**src/hw/sram_ctl_pkg.sv**
```systemverilog
// constants for the asynchronous static memory controller
package sram_ctl_pkg;
  // ==========================================================
  // widths
  localparam int ADDR_W = 18;
  localparam int DATA_W = 16;
  localparam int LANE_W = 8;
  // ==========================================================
  // clock and timing
  localparam int CLK_PERIOD_PS = 20000;
  localparam int T_WP_NS = 8;
  localparam int T_AW_NS = 8;
  localparam int T_CW_NS = 8;
  localparam int T_BW_NS = 8;
  localparam int T_DW_NS = 6;
  localparam int T_RC_NS = 12;
  localparam int T_AA_NS = 12;
  localparam int T_OHZ_NS = 6;
  localparam int T_OW_NS = 3;
  // least times round up, never below one cycle
  function automatic int cyc_up(input int ns);
    int c;
    c = (ns * 1000 + CLK_PERIOD_PS - 1) / CLK_PERIOD_PS;
    return (c < 1) ? 1 : c;
  endfunction
  localparam int WR_PULSE_CYC = cyc_up(T_WP_NS);
  localparam int RD_ACC_CYC = cyc_up(T_AA_NS);
  localparam int HIZ_CYC = cyc_up(T_OHZ_NS);
  localparam int CNT_W = 4;
  // flops between the data pins and any logic that reads them
  localparam int SYNC_STAGES = 2;
  // ==========================================================
  // state machine, gray coded along idle-setup-pulse-end
  typedef enum logic [2:0] {
    ST_IDLE = 3'h0,
    ST_WSET = 3'h1,
    ST_WPUL = 3'h3,
    ST_WEND = 3'h2,
    ST_RACC = 3'h6,
    ST_REND = 3'h7,
    ST_TURN = 3'h5
  } state_e;
endpackage

```
**src/hw/sram_sync2.sv**
```systemverilog
// two-flop synchroniser for the data pins coming back from the memory
`timescale 1ns/1ps
module sram_sync2 #(
  parameter int W = 16
) (
  input wire logic clk,
  input wire logic rst_n,
  input wire logic [W-1:0] d,
  output logic [W-1:0] q
);
  logic [W-1:0] meta_r;
  always_ff @(posedge clk or negedge rst_n) begin
    if (!rst_n) begin
      meta_r <= '0;
      q <= '0;
    end else begin
      meta_r <= d;
      q <= meta_r;
    end
  end
endmodule

```
**src/hw/sram_cnt.sv**
```systemverilog
// loadable down-counter used to time strobe phases
`timescale 1ns/1ps
module sram_cnt #(
  parameter int W = 4
) (
  input wire logic clk,
  input wire logic rst_n,
  input wire logic load,
  input wire logic [W-1:0] value,
  output logic zero
);
  logic [W-1:0] cnt_r;
  logic [W-1:0] cnt_nxt;
  assign cnt_nxt = load ? value : ((cnt_r != '0) ? cnt_r - 1'b1 : cnt_r);
  assign zero = (cnt_r == '0);
  always_ff @(posedge clk or negedge rst_n) begin
    if (!rst_n) begin
      cnt_r <= '0;
    end else begin
      cnt_r <= cnt_nxt;
    end
  end
endmodule

```
**src/hw/sram_ctl.sv**
```systemverilog
// host-side controller driving an asynchronous 16-bit static memory
`timescale 1ns/1ps
module sram_ctl #(
  parameter int AW = sram_ctl_pkg::ADDR_W,
  parameter int DW = sram_ctl_pkg::DATA_W,
  parameter int WR_CYC = sram_ctl_pkg::WR_PULSE_CYC,
  parameter int RD_CYC = sram_ctl_pkg::RD_ACC_CYC,
  parameter int TURN_CYC = sram_ctl_pkg::HIZ_CYC
) (
  input wire logic REF_CLK,
  input wire logic RST_N,
  // user request side
  input wire logic REQ_VALID,
  input wire logic REQ_WRITE,
  input wire logic [AW-1:0] REQ_ADDR,
  input wire logic [DW-1:0] REQ_WDATA,
  input wire logic [1:0] REQ_LANE_EN,
  output logic REQ_READY,
  output logic RD_VALID,
  output logic [DW-1:0] RD_DATA,
  // memory pins
  output logic [AW-1:0] WORD_ADDRESS_BUS,
  output logic SELECT_N,
  output logic OUT_EN_N,
  output logic WRITE_N,
  output logic LOW_LANE_STROBE_N,
  output logic HIGH_LANE_STROBE_N,
  input wire logic [DW-1:0] BIDIR_DATA_BUS_IN,
  output logic [DW-1:0] BIDIR_DATA_BUS_OUT,
  output logic BIDIR_DATA_BUS_OE_N
);
  localparam int CW = sram_ctl_pkg::CNT_W;
  localparam int LW = sram_ctl_pkg::LANE_W;

  // ==========================================================
  // state and registered pin values
  sram_ctl_pkg::state_e st_r, st_nxt;
  logic [AW-1:0] addr_r, addr_nxt;
  logic [DW-1:0] wdata_r, wdata_nxt;
  logic [1:0] lane_r, lane_nxt;
  logic sel_n_r, sel_n_nxt;
  logic oe_n_r, oe_n_nxt;
  logic we_n_r, we_n_nxt;
  logic lb_n_r, lb_n_nxt;
  logic ub_n_r, ub_n_nxt;
  logic dout_en_n_r, dout_en_n_nxt;
  logic ready_r, ready_nxt;
  logic rdv_r, rdv_nxt;
  logic [DW-1:0] rdata_r, rdata_nxt;
  logic cnt_load;
  logic [CW-1:0] cnt_val;
  logic cnt_zero;
  logic [DW-1:0] din_s;
  logic [DW-1:0] rd_merge;

  // ==========================================================
  // helpers
  sram_cnt #(.W(CW)) u_cnt (
    .clk(REF_CLK),
    .rst_n(RST_N),
    .load(cnt_load),
    .value(cnt_val),
    .zero(cnt_zero)
  );

  // pins from the memory pass two flops before any use
  // cost: the synchroniser adds two cycles to every read
  sram_sync2 #(.W(DW)) u_sync (
    .clk(REF_CLK),
    .rst_n(RST_N),
    .d(BIDIR_DATA_BUS_IN),
    .q(din_s)
  );

  // keep only enabled lanes; disabled lanes read as zero
  genvar g;
  generate
    for (g = 0; g < 2; g++) begin : g_lane
      assign rd_merge[g*LW +: LW] =
        lane_r[g] ? din_s[g*LW +: LW] : '0;
    end
  endgenerate

  // ==========================================================
  // decode; the sequencer reads these named wires
  wire lane_any = (REQ_LANE_EN != 2'h0);
  wire in_idle = (st_r == sram_ctl_pkg::ST_IDLE);
  wire in_wpul = (st_r == sram_ctl_pkg::ST_WPUL);
  wire in_racc = (st_r == sram_ctl_pkg::ST_RACC);
  wire in_turn = (st_r == sram_ctl_pkg::ST_TURN);
  // lane enable 00 is dropped silently and gets no answer; the
  // state term keeps a stray ready from starting a cycle
  wire accept = ready_r && in_idle && REQ_VALID && lane_any;
  wire take_wr = accept && REQ_WRITE;
  // each timed phase ends once the shared counter has run out
  wire wr_close = in_wpul && cnt_zero;
  wire rd_done = in_racc && cnt_zero;
  wire turn_done = in_turn && cnt_zero;
  // lane strobes are active-low copies of the lane enables
  wire [1:0] lane_req_n = ~REQ_LANE_EN;
  wire [1:0] lane_held_n = ~lane_r;

  // sync delay plus access time before sampling the read
  localparam int SYNC_CYC = sram_ctl_pkg::SYNC_STAGES;
  localparam logic [CW-1:0] RD_WAIT = CW'(RD_CYC + SYNC_CYC);
  // one short: the edge that loads the counter is itself a cycle
  localparam logic [CW-1:0] WR_WAIT = CW'(WR_CYC - 1);
  localparam logic [CW-1:0] TURN_WAIT = CW'(TURN_CYC);

  // ==========================================================
  // sequencer
  always_comb begin
    st_nxt = st_r;
    addr_nxt = addr_r;
    wdata_nxt = wdata_r;
    lane_nxt = lane_r;
    sel_n_nxt = sel_n_r;
    oe_n_nxt = oe_n_r;
    we_n_nxt = we_n_r;
    lb_n_nxt = lb_n_r;
    ub_n_nxt = ub_n_r;
    dout_en_n_nxt = dout_en_n_r;
    ready_nxt = ready_r;
    rdv_nxt = 1'b0;
    rdata_nxt = rdata_r;
    cnt_load = 1'b0;
    cnt_val = '0;
    case (st_r)
      sram_ctl_pkg::ST_IDLE: begin
        if (accept) begin
          // address moves only while write is high; a read drops its strobes on this same edge
          addr_nxt = REQ_ADDR;
          lane_nxt = REQ_LANE_EN;
          ready_nxt = 1'b0;
          if (take_wr) begin
            wdata_nxt = REQ_WDATA;
            // bus driven before the window opens, memory off
            dout_en_n_nxt = 1'b0;
            st_nxt = sram_ctl_pkg::ST_WSET;
          end else begin
            sel_n_nxt = 1'b0;
            oe_n_nxt = 1'b0;
            lb_n_nxt = lane_req_n[0];
            ub_n_nxt = lane_req_n[1];
            cnt_load = 1'b1;
            cnt_val = RD_WAIT;
            st_nxt = sram_ctl_pkg::ST_RACC;
          end
        end
      end
      sram_ctl_pkg::ST_WSET: begin
        // write falls together with select and lanes, so the
        // memory never turns its drivers on
        sel_n_nxt = 1'b0;
        we_n_nxt = 1'b0;
        lb_n_nxt = lane_held_n[0];
        ub_n_nxt = lane_held_n[1];
        cnt_load = 1'b1;
        cnt_val = WR_WAIT;
        st_nxt = sram_ctl_pkg::ST_WPUL;
      end
      sram_ctl_pkg::ST_WPUL: begin
        if (wr_close) begin
          // all strobes rise on one edge, closing the window
          sel_n_nxt = 1'b1;
          we_n_nxt = 1'b1;
          lb_n_nxt = 1'b1;
          ub_n_nxt = 1'b1;
          st_nxt = sram_ctl_pkg::ST_WEND;
        end
      end
      sram_ctl_pkg::ST_WEND: begin
        // data and address held one cycle past the close
        dout_en_n_nxt = 1'b1;
        ready_nxt = 1'b1;
        st_nxt = sram_ctl_pkg::ST_IDLE;
      end
      sram_ctl_pkg::ST_RACC: begin
        if (rd_done) begin
          // read data then holds until the next read completes
          rdata_nxt = rd_merge;
          rdv_nxt = 1'b1;
          sel_n_nxt = 1'b1;
          oe_n_nxt = 1'b1;
          lb_n_nxt = 1'b1;
          ub_n_nxt = 1'b1;
          st_nxt = sram_ctl_pkg::ST_REND;
        end
      end
      sram_ctl_pkg::ST_REND: begin
        // the memory may drive for a while after release
        cnt_load = 1'b1;
        cnt_val = TURN_WAIT;
        st_nxt = sram_ctl_pkg::ST_TURN;
      end
      sram_ctl_pkg::ST_TURN: begin
        // no new request, so no bus drive, until the memory is off
        if (turn_done) begin
          ready_nxt = 1'b1;
          st_nxt = sram_ctl_pkg::ST_IDLE;
        end
      end
      default: begin
        // an illegal state releases every pin on its way to idle
        st_nxt = sram_ctl_pkg::ST_IDLE;
        sel_n_nxt = 1'b1;
        oe_n_nxt = 1'b1;
        we_n_nxt = 1'b1;
        lb_n_nxt = 1'b1;
        ub_n_nxt = 1'b1;
        dout_en_n_nxt = 1'b1;
        ready_nxt = 1'b1;
      end
    endcase
  end

  // ==========================================================
  // registers; every pin comes from a flop, so no glitches
  always_ff @(posedge REF_CLK or negedge RST_N) begin
    if (!RST_N) begin
      st_r <= sram_ctl_pkg::ST_IDLE;
      ready_r <= 1'b1;
      rdv_r <= 1'b0;
    end else begin
      st_r <= st_nxt;
      ready_r <= ready_nxt;
      rdv_r <= rdv_nxt;
    end
  end

  // strobes reset high so the memory starts deselected
  always_ff @(posedge REF_CLK or negedge RST_N) begin
    if (!RST_N) begin
      sel_n_r <= 1'b1;
      oe_n_r <= 1'b1;
      we_n_r <= 1'b1;
      lb_n_r <= 1'b1;
      ub_n_r <= 1'b1;
      dout_en_n_r <= 1'b1;
    end else begin
      sel_n_r <= sel_n_nxt;
      oe_n_r <= oe_n_nxt;
      we_n_r <= we_n_nxt;
      lb_n_r <= lb_n_nxt;
      ub_n_r <= ub_n_nxt;
      dout_en_n_r <= dout_en_n_nxt;
    end
  end

  always_ff @(posedge REF_CLK or negedge RST_N) begin
    if (!RST_N) begin
      addr_r <= '0;
      wdata_r <= '0;
      lane_r <= '0;
      rdata_r <= '0;
    end else begin
      addr_r <= addr_nxt;
      wdata_r <= wdata_nxt;
      lane_r <= lane_nxt;
      rdata_r <= rdata_nxt;
    end
  end

  // ==========================================================
  // outputs
  assign REQ_READY = ready_r;
  assign RD_VALID = rdv_r;
  assign RD_DATA = rdata_r;
  assign WORD_ADDRESS_BUS = addr_r;
  assign SELECT_N = sel_n_r;
  assign OUT_EN_N = oe_n_r;
  assign WRITE_N = we_n_r;
  assign LOW_LANE_STROBE_N = lb_n_r;
  assign HIGH_LANE_STROBE_N = ub_n_r;
  // bus drive enable is active low and stays high outside writes
  assign BIDIR_DATA_BUS_OUT = wdata_r;
  assign BIDIR_DATA_BUS_OE_N = dout_en_n_r;
endmodule

```
**config.mk**
```make
export PLATFORM = sky130hd
export DESIGN_NAME = sram_ctl
export DESIGN_NICKNAME = d
export VERILOG_FILES = /design/src/hw/sram_ctl_pkg.sv /design/src/hw/sram_sync2.sv /design/src/hw/sram_cnt.sv /design/src/hw/sram_ctl.sv
export SDC_FILE = /design/constraint.sdc
export NUM_CORES = 1
export LEC_CHECK = 0
export ABC_CLOCK_PERIOD_IN_PS = 4100
export BUFFER_PORTS_ARGS = -buffer_cell sky130_fd_sc_hd__buf_2
export CAP_MARGIN = 20
export CORE_UTILIZATION = 53
export DETAILED_ROUTE_END_ITERATION = 6
export PLACE_DENSITY = 0.8
export SLEW_MARGIN = 10
export SYNTH_ARGS = -nofsm -noshare
export SYNTH_HDL_FRONTEND = slang
export SYNTH_SLANG_ARGS = --single-unit
export TNS_END_PERCENT = 10
```
**constraint.sdc**
```tcl
create_clock -name REF_CLK -period 4.1 [get_ports REF_CLK]
set_clock_uncertainty 0.15 [all_clocks]
set_input_delay 0.205 -clock REF_CLK [delete_from_list [all_inputs] [get_ports REF_CLK]]
set_output_delay 0.205 -clock REF_CLK [all_outputs]
set_load 0.03 [all_outputs]
```
# Yosys cells after proc, flatten, opt, wreduce, memory -nomap -nowiden

Index checks and enable logic that the tools add are counted.
W data, S select, Z words.

Magnitude comparators: 0
Add/sub/neg operators: 1
Shift operators: 0
Div/mod/pow operators: 0
Bitwise gates (word level): 7
Reductions and logical operators: 27
Muxes and demuxes: 37
Eq/ne operators: 12
Multipliers: 0

Operators with widths:

| cell                 | number |
|---|---|
| $pmux W3 S6          | 1 |
| $mux W1              | 16 |
| $mux W8              | 2 |
| $mux W3              | 5 |
| $pmux W1 S5          | 3 |
| $reduce_or A5 Y1     | 3 |
| $ne A2 B1 Y1 const B | 5 |
| $eq A3 B3 Y1 const B | 3 |
| $pmux W1 S3          | 3 |
| $reduce_and A3 Y1    | 3 |
| $mux W4              | 2 |
| $reduce_and A4 Y1    | 2 |
| $logic_and A1 B1 Y1  | 7 |
| $eq A3 B2 Y1 const B | 2 |
| $reduce_and A2 Y1    | 3 |
| $not A1 Y1           | 5 |
| $reduce_and A5 Y1    | 1 |
| $logic_not A4 Y1     | 1 |
| $mux W2              | 2 |
| $not A2 Y2           | 2 |
| $pmux W1 S2          | 2 |
| $pmux W2 S2          | 1 |
| $reduce_bool A2 Y1   | 2 |
| $reduce_bool A4 Y1   | 1 |
| other kinds (7)      | 7 |

Flip-flop bits (word level): 99
Memories: 0
ROM bits: 0
RAM bits: 0
Bits in latches: 0
Input port bits: 56

# Logic depth before layout (Yosys ltp)

Word-level depth: 9
Gate-level depth with buffers: 9
Mapped depth without buffers: 7

# Hierarchy

From an unflattened synthesis, not the netlist that was laid out.

Cell total of the unflattened synthesis: 276
Area, all modules: 3743.6 µm²

Modules (own cells, without submodules):

| module     | cells each | area each (µm²) | seq. area each (µm²) | instances |
|---|---|---|---|---|
| sram_ctl   | 222        | 2708.8          | 1585.3               | 1 |
| sram_sync2 | 32         | 800.8           | 800.8                | 1 |
| sram_cnt   | 22         | 234.0           | 100.1                | 1 |

# Worst setup path after synthesis

OpenSTA, ideal clock, no wires.

Path type: flip-flop to flip-flop
Start: register ready_r, in the netlist REQ_READY
End: register wdata_r[10], in the netlist BIDIR_DATA_BUS_OUT[10]
Arrival time: 1.771 ns
Period minus slack after synthesis: 2.049 ns
Buffers on the path: 1
Path slack: 2.051 ns
Cell stages (with the launch flop): 6
Cells stage by stage: dfstp_2 o211a_1 nand2_1 nor4_4 buf_4 mux2_1

Longest elaborated chain between the ends: 5

RTL lines:

| what                                 | line            | RTL |
|---|---|---|
| from (decl)                          | sram_ctl.sv:47  | `logic ready_r, ready_nxt;` |
| from (signal assigned)               | sram_ctl.sv:226 | `ready_r <= ready_nxt;` |
| $logic_and A1 B1 Y1 * (3 in series)  | sram_ctl.sv:93  | `wire accept = ready_r && in_idle && REQ_VALID && lane_any;` |
| $logic_and A1 B1 Y1                  | sram_ctl.sv:94  | `wire take_wr = accept && REQ_WRITE;` |
| $reduce_and A3 Y1 (no source line) * | n/a             |  |
| to (signal assigned)                 | sram_ctl.sv:258 | `wdata_r <= wdata_nxt;` |
| to (decl)                            | sram_ctl.sv:39  | `logic [DW-1:0] wdata_r, wdata_nxt;` |

Every way passes the cells marked *; elsewhere a longest branch is shown, timed or not.
A chain may end at the register's enable or synchronous reset.

# Final worst setup path

Start: register u_cnt.cnt_r[0]
End: register rdata_r[8], in the netlist RD_DATA[8]

Longest elaborated chain between the ends: 3

RTL lines:

| what                               | line            | RTL |
|---|---|---|
| from (decl)                        | sram_cnt.sv:12  | `logic [W-1:0] cnt_r;` |
| from (signal assigned)             | sram_cnt.sv:20  | `cnt_r <= cnt_nxt;` |
| $logic_not A4 Y1                   | sram_cnt.sv:15  | `assign zero = (cnt_r == '0);` |
| $logic_and A1 B1 Y1                | sram_ctl.sv:97  | `wire rd_done = in_racc && cnt_zero;` |
| $reduce_and A2 Y1 (no source line) | n/a             |  |
| to (signal assigned)               | sram_ctl.sv:260 | `rdata_r <= rdata_nxt;` |
| to (decl)                          | sram_ctl.sv:49  | `logic [DW-1:0] rdata_r, rdata_nxt;` |

No other way between the ends.

==> results.txt <==
----------------------------------------------------
[Final layout]
  Ant diodes ... 0
  Most frequent standard cell in the layout excluding fill and tap cells ... sky130_fd_sc_hd__buf_2
  Area added between synthesis and finish ... 36.7%
  Fraction of final layout cells sized beyond drive strength 1 ... 37.6%
  Commonest cells after routing, fill and taps aside ... sky130_fd_sc_hd__buf_2, sky130_fd_sc_hd__dfrtp_1, sky130_fd_sc_hd__dlygate4sd3_1, sky130_fd_sc_hd__nand2_1, sky130_fd_sc_hd__mux2_2
  Share of the core filled with cells ... 76.7%
  Post-layout net count ... 497
  Post-Layout Inst Area ... 4980 um2

[Synthesis]
  Register bit count reported by yosys ... 99
  Net count after synthesis ... 334
  Post-Syn Area ... 3640 um2
  Unique masters post-synth ... 36
  Part of the Yosys area used for sequential elements ... 68.3%
  Post-Synthesis Cells ... 276
  FFs w/ async S/R, synth ... 100%
  Number of synthesized flops with an enable pin ... 0
  Mean area per synthesized cell ... 13.2 um2
  Predominant post-synthesis flop cell ... sky130_fd_sc_hd__dfrtp_1
  Syn. warnings ... 0

[Clock tree]
  Count of instances resized after the clock tree is built ... 0
  Clk Latency, worst-skew pair ... 0.35 ns
  Clock H-tree levels ... 3
  Number of clock buffers inserted by TritonCTS ... 9
  TritonCTS sink count ... 99
  Number of buffers on the longest clock path ... 2
  Clock edge transition at the registers on the reported setup and hold paths ... 0.09 ns
  CTS tree ... built
  Buffers inserted during post-CTS setup optimization ... 0
  Clock Root Buffer ... sky130_fd_sc_hd__clkbuf_8

[Power]
  Maximum VDD drop ... 508 uV
  Power per cell area ... 730 nW/um2
  Leakage power total ... 2.49 nW

[Routing]
  Total number of vias ... 2692
  Number of remaining DRC errors ... 2
  Number of iterations in the first detailed-routing pass ... 6
  Detailed-route wire length per cell ... 15.2 um
  Number of antenna-violating nets in the routed design ... 0
  Initial drt markers ... 142
  Via density ... 5.17
  Final routed wirelength across all metal layers ... 7930 um

[Timing]
  Final setup TNS ... 0 ns
  Top achievable clock speed ... 411 MHz
  Hold slack ... 0.0233 ns
  Setup repair after global routing missed its margin ... no
  Total setup violations reported at the end of the flow ... 0
  Worst slew pin tran ... 1.05 ns
  Time the worst path needs with I/O delays and setup ... 2.43 ns
  Final period utilization ... 59.3%
  Hold Vio Cnt, Final ... 0
  Max Transition Viols Final ... 0
  Normalized max-slew margin ... 29.2%

[Setup path]
  Setup crit end kind ... flop
  CP Data Required Time ... 4.24 ns
  Slowest-stage cell, CP ... sky130_fd_sc_hd__or3_1
  Delay of the slowest critical-path stage ... 0.66 ns
  Sum of buffers and inverters on the critical path ... 2
  Cell class contributing the biggest share of worst-path delay ... simple AND/OR/NAND/NOR gates
  Logic depth of the worst path, buffers included ... 7
  Register-to-Register Path Depth ... 7
  Startpoint class of the critical path ... flop
  Cell-by-cell trace of the critical path ... inv_1, ha_1, or3b_4, or3_1, clkinv_4, nand3_1, nand2_1
  Critical path fanouts, max ... 17
  Worst Setup Path Type ... flop to flop
  Signal arrival time at the worst endpoint ... 2.57 ns

[Place]
  Port Buf Inserts ... 113
  Final estimated routing congestion in global placement ... 0.756
  HPWL Detailed ... 4800 um
  Area of placed instances ... 4230 um2

[Global routing]
  Overflow left after global routing ... 0
  Global-route usage over all layers ... 23.6%
  Global-route wire length before repair ... 13000 um
  Number of antenna violations at the first check in global routing ... 0
  Largest net degree at the start of global routing ... 73
  Vias in the first global route ... 2802

[Floorplanning]
  Core box area ... 6490 um2
  Starting density of the core ... 56.1%
  Die Y-Extent ... 84.9 um
  Boundary Pins ... 114
  Die Area ... 7210 um2
  Number of placement rows ... 29
  Width of the die ... 84.9 um

[Run]
  Maximum capacitance violations ... 0

[Min path]
  Hold Path Depth ... 2
  Worst hold path type ... input pin to flop

[Outcome]
  Failing checks ... DRC
  Outcome ... finished with violations

----------------------------------------------------
## cells in the mapped netlist, types with 2 or more instances
master	n	share of area, %
sky130_fd_sc_hd__dfstp_2	7	5.0
sky130_fd_sc_hd__or2_2	2	0.34
sky130_fd_sc_hd__inv_1	7	0.72
sky130_fd_sc_hd__o221ai_1	2	0.48
sky130_fd_sc_hd__buf_2	5	0.69
sky130_fd_sc_hd__a21oi_1	10	1.4
sky130_fd_sc_hd__mux2_1	10	3.1
sky130_fd_sc_hd__nor3_1	3	0.41
sky130_fd_sc_hd__a32o_1	2	0.55
sky130_fd_sc_hd__a211oi_1	2	0.41
sky130_fd_sc_hd__nand3_1	17	2.3
sky130_fd_sc_hd__xnor2_1	3	0.72
sky130_fd_sc_hd__mux2_2	26	8.0
sky130_fd_sc_hd__o211ai_1	3	0.62
sky130_fd_sc_hd__clkbuf_1	5	0.52
sky130_fd_sc_hd__dfrtp_1	92	63
sky130_fd_sc_hd__nor2_1	12	1.2
sky130_fd_sc_hd__nand2_1	41	4.2
sky130_fd_sc_hd__o21ai_0	7	0.96
sky130_fd_sc_hd__nor3b_1	3	0.62
sky130_fd_sc_hd__ha_1	2	0.69
## registers in the layout (all words and copies together) (netlist names), 2 cells and up
| signal | flops |
|---|---|
| u_sync.q | 16 |
| st_r | 3 |
| WORD_ADDRESS_BUS | 18 |
| BIDIR_DATA_BUS_OUT | 16 |
| lane_r | 2 |
| u_sync.meta_r | 16 |
| RD_DATA | 16 |
| u_cnt.cnt_r | 4 |
## layout make-up
class	count	area [um2]
sequential	99	2490
multi-input combinational	155	1040
tap	77	96.3
clock inverter	5	83.8
inverter	8	35.0
clock buffer	11	141
timing repair buffer	166	1100
fill	400	1520
## timing repair
action	in CTS	in global routing
endpoints found under the hold margin	118	0
hold buffers	52	0
endpoints found under the setup margin	0	0
## worst register-to-register path: cells and delay by family (launching register included)
kind                       cells  cell delay, ns
and+or+nand+nor                4            1.31
DFF                            1            0.38
adders and majority gates      1            0.16
buffers and inverters          2            0.36
## final timing paths
path / startpoint / to / slack, ns
worst max-delay path: u_cnt.cnt_r[0] / RD_DATA[8] / 1.67
worst min-delay path: REQ_LANE_EN[0] / lane_r[0] / 0.02
worst max register to register: u_cnt.cnt_r[0] / RD_DATA[8] / 1.67
worst min register to register: u_sync.meta_r[7] / u_sync.q[7] / 0.20
max in group asynchronous: RST_N / OUT_EN_N / 2.51
min in group asynchronous: RST_N / u_sync.q[15] / 0.36
## metal layers
| layer | GRT usage [%] | up-vias | share of wire, % |
|---|---|---|---|
| li1 | - | 1262 | - |
| met1 | 27.4 | 1317 | 40 |
| met2 | 41.6 | 90 | 53 |
| met3 | 5.64 | 23 | 4.6 |
| met4 | 10.9 | 0 | 2.6 |
| met5 | 0 | - | 0 |
## stage by stage
step / worst slack, ns / std cells / total power [mW]
after floorplan: 2.05 / 276 / 2.51
after global placement: 1.76 / 453 / 2.86
after detailed placement: 1.70 / 453 / 2.91
after CTS: 1.67 / 521 / 3.64
after global routing: 1.52 / 521 / 3.83
final: 1.67 / 521 / 3.63
## cells by family (layout without fill, tap and decap cells)
kind of cell / Yosys count / count (layout) / share of synthesized area, %
adder cells (fa/ha/maj): 2 / 2 / 0.687
flip-flops: 99 / 99 / 68.3
AND/OR/NAND/NOR: 82 / 82 / 10.4
multiplexers: 36 / 36 / 11.1
buffers and inverters: 22 / 190 / 3.19
AO/OA/AOI/OAI: 32 / 32 / 5.60
XOR/XNOR: 3 / 3 / 0.722
## power breakdown
part           internal (mW)  switching [mW]  total (mW)
logic                  0.511           0.893        1.40
clock network          0.363           0.320       0.683
registers               1.30           0.251        1.55
Note: power is estimated with default switching activity, not from simulation.
